<file path="src/flash_host_pkg.sv">
// Shared constants, operation codes and carrier types for the flash bus host.
package flash_host_pkg;

    localparam int ADDR_W = 18;
    localparam int DQ_W = 16;

    // Bus codes written to the flash data lines.
    localparam logic [7:0] CMD_ERASE_SETUP = 8'h20;
    localparam logic [7:0] CMD_ERASE_CONFIRM = 8'hd0;
    localparam logic [7:0] CMD_PROG_SETUP = 8'h40;
    localparam logic [7:0] CMD_PROG_SETUP_ALT = 8'h10;
    localparam logic [7:0] CMD_READ_ARRAY = 8'hff;
    localparam logic [7:0] CMD_IDENTIFY = 8'h90;

    // Output enables on the data lines for each bus shape.
    localparam logic [15:0] OE_WORD = 16'hffff;
    localparam logic [15:0] OE_BYTE_WRITE = 16'h80ff;
    localparam logic [15:0] OE_BYTE_READ = 16'h8000;
    localparam logic [15:0] OE_NONE = 16'h0000;

    // Timing, at a 40 ns clock.
    localparam int CLK_PERIOD_NS = 40;
    localparam int T_ACCESS_NS = 80;
    localparam int T_WE_PULSE_NS = 60;
    localparam int T_RESET_LOW_NS = 100;
    localparam int ACCESS_CYCLES = (T_ACCESS_NS + CLK_PERIOD_NS - 1) / CLK_PERIOD_NS;
    localparam int WE_CYCLES = (T_WE_PULSE_NS + CLK_PERIOD_NS - 1) / CLK_PERIOD_NS;
    localparam int RESET_CYCLES = (T_RESET_LOW_NS + CLK_PERIOD_NS - 1) / CLK_PERIOD_NS;
    localparam logic [3:0] ACCESS_LOAD = 4'(ACCESS_CYCLES - 1);
    localparam logic [3:0] WE_LOAD = 4'(WE_CYCLES - 1);
    localparam logic [3:0] RESET_LOAD = 4'(RESET_CYCLES - 1);

    typedef enum logic [2:0] {
        OP_READ = 3'h0,
        OP_PROGRAM = 3'h1,
        OP_ERASE = 3'h2,
        OP_READ_ARRAY = 3'h3,
        OP_ID_CMD = 3'h4,
        OP_ID_HV = 3'h5,
        OP_RESET = 3'h6
    } host_op_t;

    typedef enum logic [2:0] {
        ST_IDLE = 3'b000,
        ST_SETUP = 3'b001,
        ST_STROBE = 3'b011,
        ST_HOLD = 3'b010,
        ST_RESET = 3'b110
    } bus_state_t;

    typedef struct packed {
        host_op_t op;
        logic [18:0] addr;
        logic [15:0] wdata;
        logic byte_mode;
        logic boot;
        logic unlock_by_wp;
    } host_req_t;

    typedef struct packed {
        logic is_read;
        logic [15:0] data;
        logic hv_id;
        logic id_read;
        logic supply;
        logic last;
    } bus_op_t;

    typedef struct packed {
        logic ce_n;
        logic oe_n;
        logic we_n;
        logic reset_powerdown_n;
        logic boot_unlock_voltage;
        logic wp;
        logic byte_n;
        logic vpp_high;
        logic id_voltage;
    } flash_ctrl_t;

endpackage : flash_host_pkg

</file>
<file path="src/flash_host.sv">
// Host controller that drives an asynchronous boot-block flash through its pins.
//
// Behaviour
// - Erase is setup code then confirm code as next write, with supply high.
// - Program is setup code then the data write at the target address.
// - After program or erase, read-array code or a reset pulse comes before any array read.
// - Programming supply is held high during every confirm and data write.
// - Boot block confirm or data needs unlock voltage on reset pin or protect high.
// - High-voltage identification drives all other address bits but bit 0 low.
`timescale 1ns/100ps
module flash_host (
    input wire logic clk,
    input wire logic rst_b,
    input wire logic cmd_valid,
    output logic cmd_ready,
    input flash_host_pkg::host_req_t cmd,
    output logic rsp_valid,
    output logic [15:0] rdata,
    output flash_host_pkg::flash_ctrl_t ctrl,
    output logic [17:0] addr,
    output logic [15:0] dq_out,
    output logic [15:0] dq_oe,
    input wire logic [15:0] dq_in
);
    flash_host_pkg::bus_state_t state;
    flash_host_pkg::host_req_t req;
    flash_host_pkg::bus_op_t cur;
    logic req_stale;
    logic stale;
    logic hold_hv;
    logic hold_wp;
    logic [1:0] step;
    logic [7:0] prev_code;
    logic timer_load;
    logic [3:0] timer_val;
    logic expired;
    logic active;
    logic finishing;

    // The bus operation for the current step of the latched request.
    always_comb begin
        cur = '0;
        cur.last = 1'b1;
        unique case (req.op)
            flash_host_pkg::OP_READ: begin
                if (req_stale && step == 2'd0) begin
                    cur.data = {8'h00, flash_host_pkg::CMD_READ_ARRAY};
                    cur.last = 1'b0;
                end else begin
                    cur.is_read = 1'b1;
                end
            end
            flash_host_pkg::OP_PROGRAM: begin
                if (step == 2'd0) begin
                    cur.data = {8'h00, flash_host_pkg::CMD_PROG_SETUP};
                    cur.last = 1'b0;
                end else begin
                    cur.data = req.wdata;
                    cur.supply = 1'b1;
                end
            end
            flash_host_pkg::OP_ERASE: begin
                if (step == 2'd0) begin
                    cur.data = {8'h00, flash_host_pkg::CMD_ERASE_SETUP};
                    cur.last = 1'b0;
                end else begin
                    cur.data = {8'h00, flash_host_pkg::CMD_ERASE_CONFIRM};
                    cur.supply = 1'b1;
                end
            end
            flash_host_pkg::OP_READ_ARRAY: begin
                cur.data = {8'h00, flash_host_pkg::CMD_READ_ARRAY};
            end
            flash_host_pkg::OP_ID_CMD: begin
                if (step == 2'd0) begin
                    cur.data = {8'h00, flash_host_pkg::CMD_IDENTIFY};
                    cur.last = 1'b0;
                end else begin
                    cur.is_read = 1'b1;
                    cur.id_read = 1'b1;
                end
            end
            flash_host_pkg::OP_ID_HV: begin
                cur.is_read = 1'b1;
                cur.id_read = 1'b1;
                cur.hv_id = 1'b1;
            end
            default: begin
                cur.last = 1'b1;
            end
        endcase
    end

    assign active = (state == flash_host_pkg::ST_SETUP) || (state == flash_host_pkg::ST_STROBE)
        || (state == flash_host_pkg::ST_HOLD);
    assign finishing = (state == flash_host_pkg::ST_HOLD) && cur.last;
    assign cmd_ready = (state == flash_host_pkg::ST_IDLE);
    assign timer_load = (state == flash_host_pkg::ST_SETUP)
        || (cmd_valid && cmd_ready && cmd.op == flash_host_pkg::OP_RESET);
    assign timer_val = (state != flash_host_pkg::ST_SETUP) ? flash_host_pkg::RESET_LOAD
        : (cur.is_read ? flash_host_pkg::ACCESS_LOAD : flash_host_pkg::WE_LOAD);

    phase_timer u_timer (
        .clk(clk),
        .rst_b(rst_b),
        .load(timer_load),
        .load_val(timer_val),
        .expired(expired)
    );

    // Bus cycle sequencer.
    always_ff @(posedge clk or negedge rst_b) begin
        if (!rst_b) begin
            state <= flash_host_pkg::ST_IDLE;
            step <= 2'd0;
        end else begin
            unique case (state)
                flash_host_pkg::ST_IDLE: begin
                    step <= 2'd0;
                    if (cmd_valid) begin
                        state <= (cmd.op == flash_host_pkg::OP_RESET) ? flash_host_pkg::ST_RESET
                            : flash_host_pkg::ST_SETUP;
                    end
                end
                flash_host_pkg::ST_SETUP: state <= flash_host_pkg::ST_STROBE;
                flash_host_pkg::ST_STROBE: begin
                    if (expired) begin
                        state <= flash_host_pkg::ST_HOLD;
                    end
                end
                flash_host_pkg::ST_HOLD: begin
                    state <= cur.last ? flash_host_pkg::ST_IDLE : flash_host_pkg::ST_SETUP;
                    step <= step + 2'd1;
                end
                flash_host_pkg::ST_RESET: begin
                    if (expired) begin
                        state <= flash_host_pkg::ST_IDLE;
                    end
                end
                default: state <= flash_host_pkg::ST_IDLE;
            endcase
        end
    end

    // Request latch; stale state at acceptance decides the extra read-array write.
    always_ff @(posedge clk or negedge rst_b) begin
        if (!rst_b) begin
            req <= '0;
            req_stale <= 1'b0;
        end else if (cmd_valid && cmd_ready) begin
            req <= cmd;
            req_stale <= stale;
        end
    end

    // The array is stale after program or erase until read-array or reset.
    // Supply and unlock are kept until then because the host cannot see completion.
    always_ff @(posedge clk or negedge rst_b) begin
        if (!rst_b) begin
            stale <= 1'b0;
            hold_hv <= 1'b0;
            hold_wp <= 1'b0;
        end else if (finishing && cur.supply) begin
            stale <= 1'b1;
            hold_hv <= req.boot && !req.unlock_by_wp;
            hold_wp <= req.boot && req.unlock_by_wp;
        end else if ((state == flash_host_pkg::ST_HOLD && !cur.is_read
            && cur.data[7:0] == flash_host_pkg::CMD_READ_ARRAY && !cur.supply)
            || state == flash_host_pkg::ST_RESET) begin
            stale <= 1'b0;
            hold_hv <= 1'b0;
            hold_wp <= 1'b0;
        end
    end

    // Address and data lines are registered on the edge that ends a step's setup cycle.
    always_ff @(posedge clk or negedge rst_b) begin
        if (!rst_b) begin
            addr <= '0;
            dq_out <= '0;
            dq_oe <= flash_host_pkg::OE_NONE;
        end else if (state == flash_host_pkg::ST_IDLE || state == flash_host_pkg::ST_RESET) begin
            dq_oe <= flash_host_pkg::OE_NONE;
        end else if (state == flash_host_pkg::ST_SETUP) begin
            if (cur.id_read) begin
                addr <= {17'h0, req.addr[0]};
                dq_out <= '0;
                dq_oe <= req.byte_mode ? flash_host_pkg::OE_BYTE_READ : flash_host_pkg::OE_NONE;
            end else if (req.byte_mode) begin
                addr <= req.addr[18:1];
                dq_out <= {req.addr[0], 7'h00, cur.data[7:0]};
                dq_oe <= cur.is_read ? flash_host_pkg::OE_BYTE_READ
                    : flash_host_pkg::OE_BYTE_WRITE;
            end else begin
                addr <= req.addr[17:0];
                dq_out <= cur.data;
                dq_oe <= cur.is_read ? flash_host_pkg::OE_NONE : flash_host_pkg::OE_WORD;
            end
        end
    end

    // Read data is sampled at the end of the access time.
    always_ff @(posedge clk or negedge rst_b) begin
        if (!rst_b) begin
            rdata <= '0;
        end else if (state == flash_host_pkg::ST_STROBE && expired && cur.is_read) begin
            rdata <= req.byte_mode ? {8'h00, dq_in[7:0]} : dq_in;
        end
    end

    assign rsp_valid = finishing;

    always_comb begin
        ctrl.ce_n = !active;
        ctrl.oe_n = !(state == flash_host_pkg::ST_STROBE && cur.is_read);
        ctrl.we_n = !(state == flash_host_pkg::ST_STROBE && !cur.is_read);
        ctrl.reset_powerdown_n = (state != flash_host_pkg::ST_RESET);
        ctrl.boot_unlock_voltage = hold_hv
            || (active && cur.supply && req.boot && !req.unlock_by_wp);
        ctrl.wp = hold_wp || (active && cur.supply && req.boot && req.unlock_by_wp);
        ctrl.byte_n = !req.byte_mode;
        ctrl.vpp_high = stale || (active && cur.supply);
        ctrl.id_voltage = active && cur.hv_id;
    end

    // Low byte of the last write, command or data, kept for checking sequence order.
    always_ff @(posedge clk or negedge rst_b) begin
        if (!rst_b) begin
            prev_code <= 8'h00;
        end else if (state == flash_host_pkg::ST_HOLD && !cur.is_read) begin
            prev_code <= cur.data[7:0];
        end
    end

    strobe_excl_a: assert property (@(posedge clk) disable iff (!rst_b)
        !(!ctrl.oe_n && !ctrl.we_n))
        else $error("both strobes low");
    strobe_select_a: assert property (@(posedge clk) disable iff (!rst_b)
        (!ctrl.we_n || !ctrl.oe_n) |-> !ctrl.ce_n && ctrl.reset_powerdown_n)
        else $error("strobe without chip select");
    erase_pair_a: assert property (@(posedge clk) disable iff (!rst_b)
        (state == flash_host_pkg::ST_HOLD && req.op == flash_host_pkg::OP_ERASE && cur.last)
        |-> prev_code == flash_host_pkg::CMD_ERASE_SETUP
            && dq_out[7:0] == flash_host_pkg::CMD_ERASE_CONFIRM)
        else $error("erase confirm not after setup");
    program_pair_a: assert property (@(posedge clk) disable iff (!rst_b)
        (state == flash_host_pkg::ST_HOLD && req.op == flash_host_pkg::OP_PROGRAM && cur.last)
        |-> prev_code == flash_host_pkg::CMD_PROG_SETUP)
        else $error("program data not after setup");
    supply_held_a: assert property (@(posedge clk) disable iff (!rst_b)
        (!ctrl.we_n && cur.supply) |-> ctrl.vpp_high ##1 ctrl.vpp_high)
        else $error("supply low at confirm");
    boot_unlock_a: assert property (@(posedge clk) disable iff (!rst_b)
        (!ctrl.we_n && cur.supply && req.boot) |-> ctrl.boot_unlock_voltage || ctrl.wp)
        else $error("boot write without unlock");
    array_fresh_a: assert property (@(posedge clk) disable iff (!rst_b)
        (!ctrl.oe_n && !cur.id_read) |-> !stale)
        else $error("array read before read-array code");
    id_address_a: assert property (@(posedge clk) disable iff (!rst_b)
        (ctrl.id_voltage && !ctrl.oe_n) |-> addr[17:1] == 17'h0)
        else $error("address not low in id read");
    byte_float_a: assert property (@(posedge clk) disable iff (!rst_b)
        (active && req.byte_mode) |-> dq_oe[14:8] == 7'h00)
        else $error("upper lines driven in byte mode");
    reset_pulse_a: assert property (@(posedge clk) disable iff (!rst_b)
        $fell(ctrl.reset_powerdown_n) |-> (!ctrl.reset_powerdown_n && dq_oe == 16'h0000)[*3]
            ##1 ctrl.reset_powerdown_n)
        else $error("reset pulse length wrong");
    write_pulse_a: assert property (@(posedge clk) disable iff (!rst_b)
        $fell(ctrl.we_n) |-> (!ctrl.we_n)[*2] ##1 ctrl.we_n)
        else $error("write pulse length wrong");

    erase_done_c: cover property (@(posedge clk) disable iff (!rst_b)
        finishing && req.op == flash_host_pkg::OP_ERASE);
    program_boot_c: cover property (@(posedge clk) disable iff (!rst_b)
        finishing && req.op == flash_host_pkg::OP_PROGRAM && req.boot);
    stale_read_c: cover property (@(posedge clk) disable iff (!rst_b)
        finishing && req.op == flash_host_pkg::OP_READ && req_stale);
    id_hv_c: cover property (@(posedge clk) disable iff (!rst_b)
        finishing && req.op == flash_host_pkg::OP_ID_HV && req.byte_mode);
endmodule : flash_host

</file>
<file path="src/phase_timer.sv">
// Down counter that times the strobe phase of a flash bus cycle and the reset pulse.
`timescale 1ns/100ps
module phase_timer (
    input wire logic clk,
    input wire logic rst_b,
    input wire logic load,
    input wire logic [3:0] load_val,
    output logic expired
);
    logic [3:0] count;

    always_ff @(posedge clk or negedge rst_b) begin
        if (!rst_b) begin
            count <= 4'h0;
        end else if (load) begin
            count <= load_val;
        end else if (count != 4'h0) begin
            count <= count - 4'h1;
        end
    end

    assign expired = (count == 4'h0);
endmodule : phase_timer

</file>
<file path="config.mk">
export PLATFORM = sky130hd
export DESIGN_NAME = flash_host
export DESIGN_NICKNAME = d
export VERILOG_FILES = /design/src/flash_host_pkg.sv /design/src/flash_host.sv /design/src/phase_timer.sv
export SDC_FILE = /design/constraint.sdc
export NUM_CORES = 1
export LEC_CHECK = 0
export ABC_AREA = 1
export BUFFER_PORTS_ARGS = -buffer_cell sky130_fd_sc_hd__buf_2
export CORE_UTILIZATION = 40
export CTS_BUF_LIST = sky130_fd_sc_hd__clkbuf_16
export DETAILED_ROUTE_END_ITERATION = 16
export GPL_TIMING_DRIVEN = 0
export PLACE_DENSITY = 0.66
export SLEW_MARGIN = 5
export SYNTH_ARGS = -nofsm -noshare
export SYNTH_HDL_FRONTEND = slang
export SYNTH_SLANG_ARGS = --single-unit
</file>
<file path="constraint.sdc">
create_clock -name clk -period 1.8 [get_ports clk]
set_clock_uncertainty 0.05 [all_clocks]
set_input_delay 0.09 -clock clk [delete_from_list [all_inputs] [get_ports clk]]
set_output_delay 0.09 -clock clk [all_outputs]
set_load 0.02 [all_outputs]
</file>
# ---- After elaboration in Yosys (flattened, before gate mapping)
# Index checks and enable logic that the tools add are counted.
dict set report word_totals {
  regBits 120
  inputBits 60
  wordCells 121
  output_inout_bits 77
}
dict set report classes {
  n_mux 38
  addsub 2
  n_bitwise 1
  eq_ne 16
  reduce_logical 47
}
# operator count
set op_table {}
lappend op_table {{16-bit 2-to-1 mux} 10}
lappend op_table {{16-bit case mux with 5 select lines} 1}
lappend op_table {{18-bit 2-to-1 mux} 2}
lappend op_table {{8-bit 2-to-1 mux} 4}
lappend op_table {{1-bit logical AND} 19}
lappend op_table {{3-bit case mux with 5 select lines} 1}
lappend op_table {{3-bit by 2-bit equality test with 1-bit output, second input constant} 4}
lappend op_table {{3-bit equality test, second input constant} 4}
lappend op_table {{3-bit 2-to-1 mux} 4}
lappend op_table {{1-bit 2-to-1 mux} 9}
lappend op_table {{8-bit equality test, second input constant} 1}
lappend op_table {{1-bit logical OR} 8}
lappend op_table {{4-bit 2-to-1 mux} 2}
lappend op_table {{2-bit nonzero test} 4}
lappend op_table {{1-bit logical NOT} 7}
lappend op_table {{3-bit by 1-bit equality test with 1-bit output, second input constant} 2}
lappend op_table {{3-bit logical NOT} 2}
lappend op_table {{2-bit != test, second input constant} 3}
lappend op_table {{4-bit logical NOT} 1}
lappend op_table {{1-bit case mux with 2 select lines} 2}
lappend op_table {{2-bit case mux with 2 select lines} 1}
lappend op_table {{4-bit nonzero test} 1}
lappend op_table {{4-bit by 1-bit subtractor with 4-bit output, second input constant} 1}
lappend op_table {{3-bit by 1-bit != test with 1-bit output, second input constant} 1}
lappend op_table {{other kinds (10)} 10}

# ---- Logic depth before layout (Yosys ltp)
# Gate-level depths: netlist of the first run.
dict set report depth {
  depth_word 11
  ltp_mapped 10
}

# ---- By module
# Synthesis of the first run repeated with hierarchy kept, for this count alone.
dict set report hier_totals {
  cells_unflattened 529
  hier_area_um2 5009.8
}
# mod area_each_um2 cells_per_inst seq_area_each_um2 n_inst
set modules_own_cells {}
lappend modules_own_cells {flash_host 4767.1 495 2577.5 1}
lappend modules_own_cells {phase_timer 242.7 34 100.1 1}

# ---- Least setup slack after synthesis of the first run
# OpenSTA, ideal clock, no wires.
dict set report synth_timing {
  kind {flip-flop to output port}
  startpoint {register state[0]}
  endpoint {output port ctrl[1] (netlist bit)}
  t_arrival_ns 1.543
  t_required_ns 1.660
  stages_incl_launch_ff 3
  path_slack_ns 0.117
  path_buffers 0
  path_cell_list {dfrtp_1 > o21ai_0 > o21ai_0}
}
# item line
set synth_rtl {}
lappend synth_rtl {{from (decl)} flash_host.sv:25} ;# flash_host_pkg::bus_state_t state;
lappend synth_rtl {{from (signal assigned)} flash_host.sv:114} ;# state <= flash_host_pkg::ST_IDLE;
lappend synth_rtl {{from (signal assigned)} flash_host.sv:121} ;# state <= (cmd.op == flash_host_pkg::OP_RESET) ? flash_host_pkg::ST_RESET
lappend synth_rtl {{from (signal assigned)} flash_host.sv:125} ;# flash_host_pkg::ST_SETUP: state <= flash_host_pkg::ST_STROBE;
lappend synth_rtl {{to (decl)} flash_host.sv:19} ;# output flash_host_pkg::flash_ctrl_t ctrl,

# ---- Worst setup path in the final report of the first run
dict set report layout_timing {
  startpoint {register req[39] (netlist bit)}
  endpoint {output port rsp_valid}
}
dict set report layout_via {
  elab_chain_cells 4
  word_cells_on_any_way 7
  classes_between {eq/ne (3); mux (1); reduce/logical (3)}
}
# item line
set layout_lines {}
lappend layout_lines {{from (decl)} flash_host.sv:26} ;# flash_host_pkg::host_req_t req;
lappend layout_lines {{from (signal assigned)} flash_host.sv:151} ;# req <= cmd;
lappend layout_lines {{3-bit equality test (tied with other cells)} flash_host.sv:44} ;# unique case (req.op)
lappend layout_lines {{3-bit OR reduction (no line)} --}
lappend layout_lines {{1-bit case mux with 2 select lines (*)} flash_host.sv:44}
lappend layout_lines {{1-bit logical AND (*)} flash_host.sv:96} ;# assign finishing = (state == flash_host_pkg::ST_HOLD) && cur.last;
lappend layout_lines {{to (decl)} flash_host.sv:17} ;# output logic rsp_valid,
# Every way passes the cells marked *; elsewhere a longest branch is shown, timed or not.

==> qor.yml, run 1 <==
run_status:
  run_status: "complete, but fails checks"
  failing_checks: "setup timing"
power:
  peak_ir_drop_on_the_vdd_network_uv: 718.0
  power.density_cell_area_nw_per_um2: 1766
  leakage_nw: 3.692
logic_synthesis:
  top_area_cell_type_share_of_the_netlist_area_pct: 54.12
  synth-simple-area-share_pct: 22.81
  synth-seq-cells: 107
  synth_cell_types: 33
  dominant_combinational_cell_family_by_area_after_synthesis: "simple AND/OR/NAND/NOR gates"
  synth_ff_type: "sky130_fd_sc_hd__dfrtp_1"
  synth_area_leaders: "sky130_fd_sc_hd__dfrtp_1 (54%), sky130_fd_sc_hd__nand2_1 (15%), sky130_fd_sc_hd__o21ai_0 (4.5%)"
  synthesis.nets: 617
  number_of_enable_type_register_cells_in_the_synthesized_netlist: 0
  seq_area_frac_synth_pct: 54.12
  synthesis.instances: 553
  synth.most_common_cell: "sky130_fd_sc_hd__nand2_1"
  yosys-top-cells-count: "sky130_fd_sc_hd__nand2_1 (202), sky130_fd_sc_hd__dfrtp_1 (107), sky130_fd_sc_hd__o21ai_0 (44)"
  synth.yosys.warnings: 0
  async_reset_ff_share_pct: 100.0
  synth_area_um2: 4947
  synth_largest_area_cell: "sky130_fd_sc_hd__dfrtp_1"
  synth_adder_area_share_pct: 1.012
  yosys.area_share.xor_xnor_pct: 0.3541
  synth-compound-area-share_pct: 10.12
  synthesis.area_per_instance_um2: 8.946
  synth.mux.area_fraction_pct: 3.237
grt:
  grt_start_max_net_pins: 87
  grt_first_pass_wirelength_mm: 21.23
  initial_antenna_violation_count: 0
  first_global_vias: 4351
  overall_overflow_remaining_after_global_route: 0
  groute.usage.overall_pct: 21.13
flow_run:
  maxCapViolCount: 0
layout:
  post_route_cells_drive_above_1_share_pct: 32.35
  finalCoreUtilization_pct: 57.79
  area_delta_synth_final_pct: 40.31
  design.final.nets: 840
  antenna-diode-count: 0
critical_path:
  path_max_fanout: 8
  r2r-end: "rdata[15]"
  reg2reg_slack_ns: 0.11
  reg2reg_depth: 10
  timing.critical_path.to_type: "output pin"
  critical_path.reg2reg.startpoint: "req[40]"
  cp_data_arrival_time_ns: 1.68
  worst-endpoint-required_ns: 1.66
  startpoint_type: "flip-flop"
  crit_path_kind: "reg2out"
routing:
  drt-wirelength-per-cell_um: 14.54
  post_drt_via_cell_ratio: 4.889
  drtIter0Drc: 231
  first_pass_iteration_count_of_the_detailed_router: 5
  ant_nets: 0
  detail_route.drc_violations: 0
  detailroute.via_count: 4527
  drt-total-wl_mm: 13.47
timing:
  layout_setup_ws_ns: -0.02494
  report.final.slew_viol_count: 0
  final.setup.tns_ns: -0.02494
  finalCritPeriodShare_pct: 101.4
  grt_setup_unrepaired: "yes"
  worstMarginPinSlew_ns: 0.5058
  setup_viol_count_final: 1
  max_slew_margin_pct: 66.28
  period_needed_ns: 1.825
  fmaxAchievable_mhz: 548.0
  finalHoldViolCount: 0
die:
  std_cell_rows: 40
  die_w_um: 113.2
  boundaryPins: 137
  design.core.area_um2: 12010
  floorplan.die.height_um: 113.2
  floorplan.initialDensity_pct: 41.19
  die_area_um2: 12820
place:
  hpwl_mm: 8.760
  io_buf_count: 136
  place.gp.congestion: 0.8780
clocking:
  cts.path.max_buffers: 2
  cts-buffers-inserted: 9
  clock_insertion_delay_worst_skew_ns: 0.34
  cts_num_sinks: 107
  htree_levels: 3
  cts.root.buffer_cell: "sky130_fd_sc_hd__clkbuf_16"
  tritoncts: "yes"
  clkTransAtPathRegs_ns: 0.07
hold_path:
  min-delay-path-class: "in2async"
==> area by class of cell <==
type                       count  area (um^2)
fill                        1064         5070
multi-input combinational    367         1957
inverter                      46        176.4
clock inverter                 5        47.55
timing repair buffer         214         1448
sequential                   107         2681
tap                          147        183.9
clock buffer                   9        225.2
buffer                        31        222.7
==> metrics by stage <==
step,setup WS (ns),std cells,area [um^2],total power (W),hold WS [ns]
finish,-0.02494,926,6942,0.01226,0.1103
global route,-0.08882,926,6942,0.01315,0.1305
CTS,-0.02816,916,6812,0.01188,0.1101
detailed placement,0.01439,837,5846,0.009604,-0.09263
global placement,-0.6351,836,5812,0.009449,0.2418
floorplan,0.1169,553,4947,0.007899,-0.2556
==> metal layers <==
layer,routed length [um],up-vias,global-route usage [%],part of all wire (%)
met4,285,0,7.105,2.1
met1,5717,2162,26.84,42
met5,0,-,0,0
met2,6788,144,35.71,50
met3,677,28,4.713,5.0
li1,-,2193,-,-
==> where the power goes <==
part | leakage (nW) | internal, W | switching [W]
combinational | 2.22 | 0.00238 | 0.00387
sequential | 1.33 | 0.00344 | 0.000695
clock | 0.140 | 0.00105 | 0.000831
==> sequential cells by signal, summed over array words and instances, names as in the netlist <==
register and count:
stale 1, state 3, u_timer.count 4, req_stale 1, addr 18, hold_wp 1
step 2, rdata 16, req 41, dq_oe 3, dq_out 16, hold_hv 1
==> layout by cell type (no fill, tap or decap), types with 2 or more instances in the layout <==
master / netlist / final
sky130_fd_sc_hd__nand3_1: 26 / 22
sky130_fd_sc_hd__buf_2: 8 / 138
sky130_fd_sc_hd__ha_4: 0 / 2
sky130_fd_sc_hd__nand3_2: 0 / 3
sky130_fd_sc_hd__inv_2: 5 / 10
sky130_fd_sc_hd__nand2_1: 202 / 200
sky130_fd_sc_hd__dfrtp_2: 0 / 3
sky130_fd_sc_hd__ha_1: 4 / 2
sky130_fd_sc_hd__nor2_1: 11 / 7
sky130_fd_sc_hd__nand2_2: 3 / 3
sky130_fd_sc_hd__inv_1: 40 / 35
sky130_fd_sc_hd__o21ai_1: 10 / 12
sky130_fd_sc_hd__nor2_2: 2 / 3
sky130_fd_sc_hd__nor3_1: 3 / 3
sky130_fd_sc_hd__o21bai_1: 2 / 2
sky130_fd_sc_hd__nor2_4: 1 / 4
sky130_fd_sc_hd__clkinv_2: 1 / 3
sky130_fd_sc_hd__xnor2_1: 2 / 2
sky130_fd_sc_hd__clkbuf_16: 0 / 9
sky130_fd_sc_hd__o21ai_2: 15 / 14
sky130_fd_sc_hd__nand4_1: 4 / 4
sky130_fd_sc_hd__dfrtp_1: 107 / 104
sky130_fd_sc_hd__o21ai_0: 44 / 42
sky130_fd_sc_hd__a21oi_1: 9 / 9
sky130_fd_sc_hd__dlygate4sd3_1: 0 / 58
sky130_fd_sc_hd__mux2i_1: 16 / 16
sky130_fd_sc_hd__nand2_4: 3 / 5
sky130_fd_sc_hd__buf_4: 14 / 37
sky130_fd_sc_hd__buf_6: 7 / 7
sky130_fd_sc_hd__clkbuf_1: 4 / 4
sky130_fd_sc_hd__nand3_4: 3 / 4
==> kinds of logic after synthesis <==
group / after synthesis
XOR/XNOR: 2
flip-flops: 107
multiplexers: 16
buffers and inverters: 79
AND/OR/NAND/NOR: 260
AO/OA/AOI/OAI: 85
adder cells (fa/ha/maj): 4
==> how the worst max path moves through the flow <==
stage	from	end	slack, ns
after floorplan	state[0]	ctrl[1]	0.12
after global placement	rst_b	req[13]	-0.64
after detailed placement	step[0]	ctrl[6]	0.01
after CTS	req[39]	rsp_valid	-0.03
after global routing	req[39]	rsp_valid	-0.09
final	req[39]	rsp_valid	-0.02
==> worst max-delay path, stage by stage (launching register included) <==
cell and delay [ns]:
sky130_fd_sc_hd__dfrtp_2 0.47, sky130_fd_sc_hd__buf_4 0.16, sky130_fd_sc_hd__buf_4 0.13, sky130_fd_sc_hd__nand2_1 0.09, sky130_fd_sc_hd__nand3_2 0.11, sky130_fd_sc_hd__nor2_4 0.14
sky130_fd_sc_hd__a21oi_1 0.09, sky130_fd_sc_hd__buf_4 0.16
==> timing repair <==
action / 4_1_cts / 5_1_grt
setup buffers: 9 / 10
pin swaps: 3 / 9
endpoints found under the setup margin: 6 / 13
resized for setup: 22 / 15
hold buffers: 58 / 0
hold endpoints to repair: 164 / 0
Note: power is estimated with default switching activity, not from simulation.
==> run 2, diff against run 1 <==
--- a/config.mk
+++ b/config.mk
@@ -11,6 +11,7 @@
 export CTS_BUF_LIST = sky130_fd_sc_hd__clkbuf_16
 export DETAILED_ROUTE_END_ITERATION = 16
 export GPL_TIMING_DRIVEN = 0
+export MAX_ROUTING_LAYER = met4
 export PLACE_DENSITY = 0.66
 export SLEW_MARGIN = 5
 export SYNTH_ARGS = -nofsm -noshare
==> run 2 against run 1 <==
  * The flow still finishes with violations (setup timing)
  * Worst hold slack worse by 0.0018 ns
  * Setup slack better by 0.0010 ns
  * Core utilization unchanged
  * Critical path depth unchanged
  * Cell count unchanged
  * Via count down 0.46%
  * Die area unchanged
  * Sequential power about the same
  * Largest power group unchanged
  * Highest routed layer unchanged
==> qor.yml, run 2 (synthesis gave the netlist of run 1 again) <==
power:
  power.density_cell_area_nw_per_um2: 1766  # about the same
  peak_ir_drop_on_the_vdd_network_uv: 720.5  # +0.34%
  p_total_w: 0.01226  # about the same
  leakage_nw: 3.692  # unchanged
clocking:
  cts_num_sinks: 107  # unchanged
  cts-buffers-inserted: 9  # unchanged
  tritoncts: "yes"
  htree_levels: 3  # unchanged
  cts.root.buffer_cell: "sky130_fd_sc_hd__clkbuf_16"
  clkTransAtPathRegs_ns: 0.07  # about the same
  clock_insertion_delay_worst_skew_ns: 0.34  # about the same
  cts.path.max_buffers: 2  # unchanged
timing:
  period_needed_ns: 1.824  # -0.001031 ns
  finalHoldViolCount: 0  # unchanged
  fmaxAchievable_mhz: 548.3  # about the same
  holdWs_ns: 0.1085  # -0.001817 ns
  max_slew_margin_pct: 66.32  # about the same
  report.final.slew_viol_count: 0  # unchanged
  finalCritPeriodShare_pct: 101.3  # about the same
  setup_viol_count_final: 1  # unchanged
  worstMarginPinSlew_ns: 0.5052  # -0.0005977 ns
  grt_setup_unrepaired: "yes"
  layout_setup_ws_ns: -0.02391  # +0.001031 ns
routing:
  drtIter0Drc: 223  # -3.5%
  detail_route.drc_violations: 0  # unchanged
  post_drt_via_cell_ratio: 4.866  # -0.46%
  drt-wirelength-per-cell_um: 14.52  # -0.19%
  first_pass_iteration_count_of_the_detailed_router: 5  # unchanged
  drt-total-wl_mm: 13.44  # -0.19%
  ant_nets: 0  # unchanged
  detailroute.via_count: 4506  # -0.46%
grt:
  first_global_vias: 4350  # -0.023%
  initial_antenna_violation_count: 0  # unchanged
  grt_start_max_net_pins: 87  # unchanged
  overall_overflow_remaining_after_global_route: 0  # unchanged
  groute.usage.overall_pct: 21.82  # +0.70 points
  grt_first_pass_wirelength_mm: 21.23  # unchanged
layout:
  design.final.nets: 840  # unchanged
  post_route_cells_drive_above_1_share_pct: 32.35  # unchanged
  fin_area_um2: 6942  # unchanged
  instances_no_fill: 926  # unchanged
  largest_register_ff_count: 41  # unchanged
  nFillCells: 1065  # +0.094%
  layout_common_cells: "sky130_fd_sc_hd__nand2_1 (200), sky130_fd_sc_hd__buf_2 (138), sky130_fd_sc_hd__dfrtp_1 (104)"
  antenna-diode-count: 0  # unchanged
  most_flops_register: "req"
  layout_commonest_cell: "sky130_fd_sc_hd__nand2_1"
  largest_registers: "req (41), addr (18)"
  area_delta_synth_final_pct: 40.31  # unchanged
die:
  boundaryPins: 137  # unchanged
  die_w_um: 113.2  # unchanged
  die_area_um2: 12820  # unchanged
  floorplan.initialDensity_pct: 41.19  # unchanged
  design.core.area_um2: 12010  # unchanged
  std_cell_rows: 40  # unchanged
  floorplan.die.height_um: 113.2  # unchanged
run_status:
  run_status: "complete, but fails checks"
  failing_checks: "setup timing"
flow_run:
  maxCapViolCount: 0  # unchanged
critical_path:
  path_max_fanout: 8  # unchanged
  worst-endpoint-required_ns: 1.66  # about the same
  timing.critical_path.to_type: "output pin"
  crit_path_kind: "reg2out"
  cp_data_arrival_time_ns: 1.68  # about the same
  startpoint_type: "flip-flop"
place:
  dp.cells: 837  # unchanged
  place.gp.congestion: 0.8926  # +1.7%
  placement.cell_area_um2: 5846  # unchanged
  io_buf_count: 136  # unchanged
  hpwl_mm: 8.760  # unchanged
hold_path:
  min-delay-path-class: "in2async"
-- run 2: what timing repair did --
item | CTS | global route
endpoints found under the setup margin | 6 | 13
hold buffers | 58 | 0
endpoints found under the hold margin | 164 | 0
cloned | 0 | 0
pin swaps | 3 | 9
resized for setup | 22 | 15
buffers inserted | 9 | 10
-- run 2: stage by stage --
| stage | utilization [%] | setup WS [ns] | TNS, ns |
|---|---|---|---|
| 5_1_grt | 57.79 | -0.1068 | -0.3152 |
| 3_3_place_gp | 48.39 | -0.6351 | -67.00 |
| 6_report | 57.79 | -0.02391 | -0.02391 |
| 2_1_floorplan | - | 0.1169 | 0 |
| 4_1_cts | 56.71 | -0.02816 | -0.02816 |
| 3_5_place_dp | 48.67 | 0.01439 | 0 |
-- run 2: cell type report --
class / instances / area, um^2 / share of cell area [%]
inverter: 46 / 176.4 / 2.541
tap: 147 / 183.9 / 2.650
clock buffer: 9 / 225.2 / 3.244
multi-input combinational: 367 / 1957 / 28.19
sequential: 107 / 2681 / 38.63
clock inverter: 5 / 47.55 / 0.6849
buffer: 31 / 222.7 / 3.208
timing repair buffer: 214 / 1448 / 20.85
-- run 2: final timing paths --
kind	startpoint	end	slack (ns)	cells after the start
setup reg to reg	step[1]	rdata[15]	0.14	11
max in group asynchronous	rst_b	state[0]	0.89	3
setup / recovery	req[39]	rsp_valid	-0.02	7
hold reg to reg	addr[0]	addr[0]	0.43	2
hold / removal	rst_b	rdata[0]	0.11	2
min in group clk	cmd_valid	state[0]	0.17	5
-- run 2: power by group --
group / leakage, nW / internal (W) / switching, W
sequential: 1.33 / 0.00344 / 0.000690
clock: 0.140 / 0.00105 / 0.000843
combinational: 2.22 / 0.00238 / 0.00386
total: 3.69 / 0.00687 / 0.00539
-- run 2: metal layers --
metal,up-vias,share of wire [%],global-route usage (%)
met5,-,0,-
met4,0,2.0,7.368
met3,25,4.8,4.017
met2,151,51,35.75
met1,2135,43,27.29
li1,2195,-,-
-- run 2: critical path: stages, from the launching register on --
cell and delay [ns]:
sky130_fd_sc_hd__dfrtp_2 0.48, sky130_fd_sc_hd__buf_4 0.16, sky130_fd_sc_hd__buf_4 0.13, sky130_fd_sc_hd__nand2_1 0.09, sky130_fd_sc_hd__nand3_2 0.11, sky130_fd_sc_hd__nor2_4 0.14
sky130_fd_sc_hd__a21oi_1 0.09, sky130_fd_sc_hd__buf_4 0.16
==> run 3, diff against run 2 <==
--- a/config.mk
+++ b/config.mk
@@ -17,3 +17,4 @@
 export SYNTH_ARGS = -nofsm -noshare
 export SYNTH_HDL_FRONTEND = slang
 export SYNTH_SLANG_ARGS = --single-unit
+export TNS_END_PERCENT = 20
==> run 3 against run 2 <==
  * Total power is 0.34% lower
  * Worst hold slack better by 0.0015 ns
  * Die area is the same
  * The run now ends clean
  * Non-clock buffer count down 2
  * Critical endpoint is now ctrl[0]
  * Critical path type unchanged
==> qor.yml, run 3 (synthesis gave the netlist of run 1 again) <==
run_status:
  run_status: "complete, no violations"
critical_path:
  path_max_fanout: 6  # -2
  crit_path_buf_inv_count: 3  # unchanged
  crit_chain: "buf_4 > nor2_2 > inv_1 > nor3_1 > buf_4"
  worst-path-stages: 5  # -2
  worst-endpoint-required_ns: 1.66  # about the same
  reg2reg_depth: 7  # -4
  crit_path_kind: "reg2out"
  critical_path.most_common_cell: "sky130_fd_sc_hd__buf_4"
  timing.critical_path.to_type: "output pin"
  startpoint_type: "flip-flop"
  cp_data_arrival_time_ns: 1.64  # -0.04 ns
  reg2reg_slack_ns: 0.13  # about the same
  cpPeakStageDelay_ns: 0.47  # about the same
  slowest_stage_cell_crit_path: "sky130_fd_sc_hd__dfrtp_2"
  critPathTopFamily: "flip-flops"
clocking:
  clock_insertion_delay_worst_skew_ns: 0.34  # about the same
  cts.root.buffer_cell: "sky130_fd_sc_hd__clkbuf_16"
  cts-buffers-inserted: 9  # unchanged
  tritoncts: "yes"
  cts_num_sinks: 107  # unchanged
  htree_levels: 3  # unchanged
  cts.path.max_buffers: 2  # unchanged
  clkTransAtPathRegs_ns: 0.07  # about the same
routing:
  post_drt_via_cell_ratio: 4.912  # +0.95%
  drt-met1-wl_mm: 5.674  # -0.87%
  drt-wirelength-per-cell_um: 14.43  # -0.58%
  drt-total-wl_mm: 13.34  # -0.80%
  detailroute.via_count: 4539  # +0.73%
  routed-wl-met3_um: 678  # +5.4%
  ant_nets: 0  # unchanged
  drtIter0Drc: 229  # +2.7%
  wl_met2_mm: 6.728  # -1.1%
  first_pass_iteration_count_of_the_detailed_router: 5  # unchanged
  routed.top_layer: "met4"
  detail_route.drc_violations: 0  # unchanged
power:
  cell_internal_pwr_w: 0.006838  # -0.41%
  clockPowerShare_pct: 15.5  # about the same
  power_switching_share_pct: 44.02  # about the same
  power_frac_comb_pct: 50.7  # -0.2 points
  leakage_nw: 3.682  # -0.26%
  power.density_cell_area_nw_per_um2: 1762  # -0.20%
  peak_ir_drop_on_the_vdd_network_uv: 716.9  # -0.50%
  net_switching_power_figure_w: 0.005377  # -0.26%
  power_frac_seq_pct: 33.8  # about the same
layout:
  most_flops_register: "req"
  layout_common_cells: "sky130_fd_sc_hd__nand2_1 (200), sky130_fd_sc_hd__buf_2 (138), sky130_fd_sc_hd__dfrtp_1 (104)"
  area_delta_synth_final_pct: 40.11
  sequential_cell_area_um2: 2681  # unchanged
  design.final.nets: 838  # -0.24%
  fin_area_um2: 6932  # -0.14%
  combined_area_of_the_multi_input_logic_cells_um2: 1959  # +0.13%
  largest_registers: "req (41), addr (18)"
  post_route_cells_drive_above_1_share_pct: 32.30  # -0.045 points
  antenna-diode-count: 0  # unchanged
  layout_commonest_cell: "sky130_fd_sc_hd__nand2_1"
  nFillCells: 1061  # -0.38%
  largest_register_ff_count: 41  # unchanged
  finalCoreUtilization_pct: 57.71  # -0.083 points
grt:
  initial_antenna_violation_count: 0  # unchanged
  grt_start_max_net_pins: 87  # unchanged
  groute.usage.overall_pct: 21.62  # -0.20 points
  overall_overflow_remaining_after_global_route: 0  # unchanged
  first_global_vias: 4283  # -1.5%
  grt_first_pass_wirelength_mm: 20.99  # -1.1%
timing:
  max_slew_margin_pct: 65.59  # -0.73 points
  setup_viol_count_final: 0  # -1
  finalCritPeriodShare_pct: 98.80  # -2.5 points
  report.final.slew_viol_count: 0  # unchanged
  grt_setup_unrepaired: "yes"
  finalHoldViolCount: 0  # unchanged
  worstMarginPinSlew_ns: 0.5162  # +0.01097 ns
  fmaxAchievable_mhz: 562.3  # +2.6%
  period_needed_ns: 1.778  # -0.04551 ns
flow_run:
  maxCapViolCount: 0  # unchanged
place:
  placement.cell_area_um2: 5846  # unchanged
  hpwl_mm: 8.760  # unchanged
  io_buf_count: 136  # unchanged
  place.gp.congestion: 0.8926  # unchanged
die:
  std_cell_rows: 40  # unchanged
  design.core.area_um2: 12010  # unchanged
  die_w_um: 113.2  # unchanged
  floorplan.initialDensity_pct: 41.19  # unchanged
  die_area_um2: 12820  # unchanged
  floorplan.die.height_um: 113.2  # unchanged
  boundaryPins: 137  # unchanged
hold_path:
  min-delay-path-class: "in2async"
==> run 3: cell count changes in the layout (fill, tap and decap cells not counted), sizes merged <==
cell	delta
buf	-3
clkbuf	+1
==> run 3: worst register-to-register path, stage by stage (launching register included) <==
cell and delay (ns):
sky130_fd_sc_hd__dfrtp_2 0.47, sky130_fd_sc_hd__buf_4 0.16, sky130_fd_sc_hd__nor2_2 0.17, sky130_fd_sc_hd__o21ai_4 0.10, sky130_fd_sc_hd__buf_4 0.16, sky130_fd_sc_hd__nand2_4 0.12, sky130_fd_sc_hd__buf_2 0.25, sky130_fd_sc_hd__o21ai_1 0.10
==> run 3: cell type report <==
| type | count | share of cell area [%] |
|---|---|---|
| Sequential cell | 107 | 38.68 |
| Inverter | 46 | 2.617 |
| Buffer | 31 | 3.213 |
| Clock inverter | 5 | 0.6859 |
| Multi-Input combinational cell | 367 | 28.27 |
| Clock buffer | 9 | 3.249 |
| Timing Repair Buffer | 212 | 20.63 |
| Tap cell | 147 | 2.653 |
==> run 3: worst paths after layout <==
check / from / end
setup / recovery: req[39] / ctrl[0]
hold / removal: rst_b / rdata[0]
setup reg to reg: req[39] / addr[9]
hold reg to reg: addr[0] / addr[0]
max in group asynchronous: rst_b / req[12]
min in group clk: cmd_valid / state[0]
==> run 3: what timing repair did <==
| action | in CTS | in global routing |
|---|---|---|
| resized for setup | 21 | 19 |
| pin swaps | 3 | 7 |
| buffers inserted | 3 | 14 |
| setup endpoints to repair | 6 | 9 |
| hold buffers | 58 | 0 |
| hold endpoints to repair | 164 | 0 |
==> run 3: per-stage QoR <==
stage | hold slack, ns | total power, W | setup TNS (ns) | instances | worst slack, ns
finish | 0.1100 | 0.01222 | 0 | 924 | 0.02160
global route | 0.1310 | 0.01310 | -0.2031 | 924 | -0.07402
CTS | 0.1101 | 0.01179 | -0.09327 | 910 | -0.04382
detailed placement | -0.09263 | 0.009604 | 0 | 837 | 0.01439
global placement | 0.2418 | 0.009449 | -67.00 | 836 | -0.6351
floorplan | -0.2556 | 0.007899 | 0 | 553 | 0.1169
==> run 3: routing by layer <==
layer,up-vias,GRT usage [%]
met5,-,-
met4,0,7.281
met3,24,4.017
met2,153,35.54
met1,2165,26.91
li1,2197,-
==> run 3: power by group through the flow <==
| stage | sequential, W | combinational (W) | clock [W] |
|---|---|---|---|
| 2_1_floorplan | 0.00453 | 0.00337 | 0 |
| 3_3_place_gp | 0.00406 | 0.00538 | 0 |
| 4_1_cts | 0.00411 | 0.00575 | 0.00193 |
| 6_report | 0.00413 | 0.00620 | 0.00189 |
| 3_5_place_dp | 0.00410 | 0.00551 | 0 |
| 5_1_grt | 0.00426 | 0.00680 | 0.00204 |
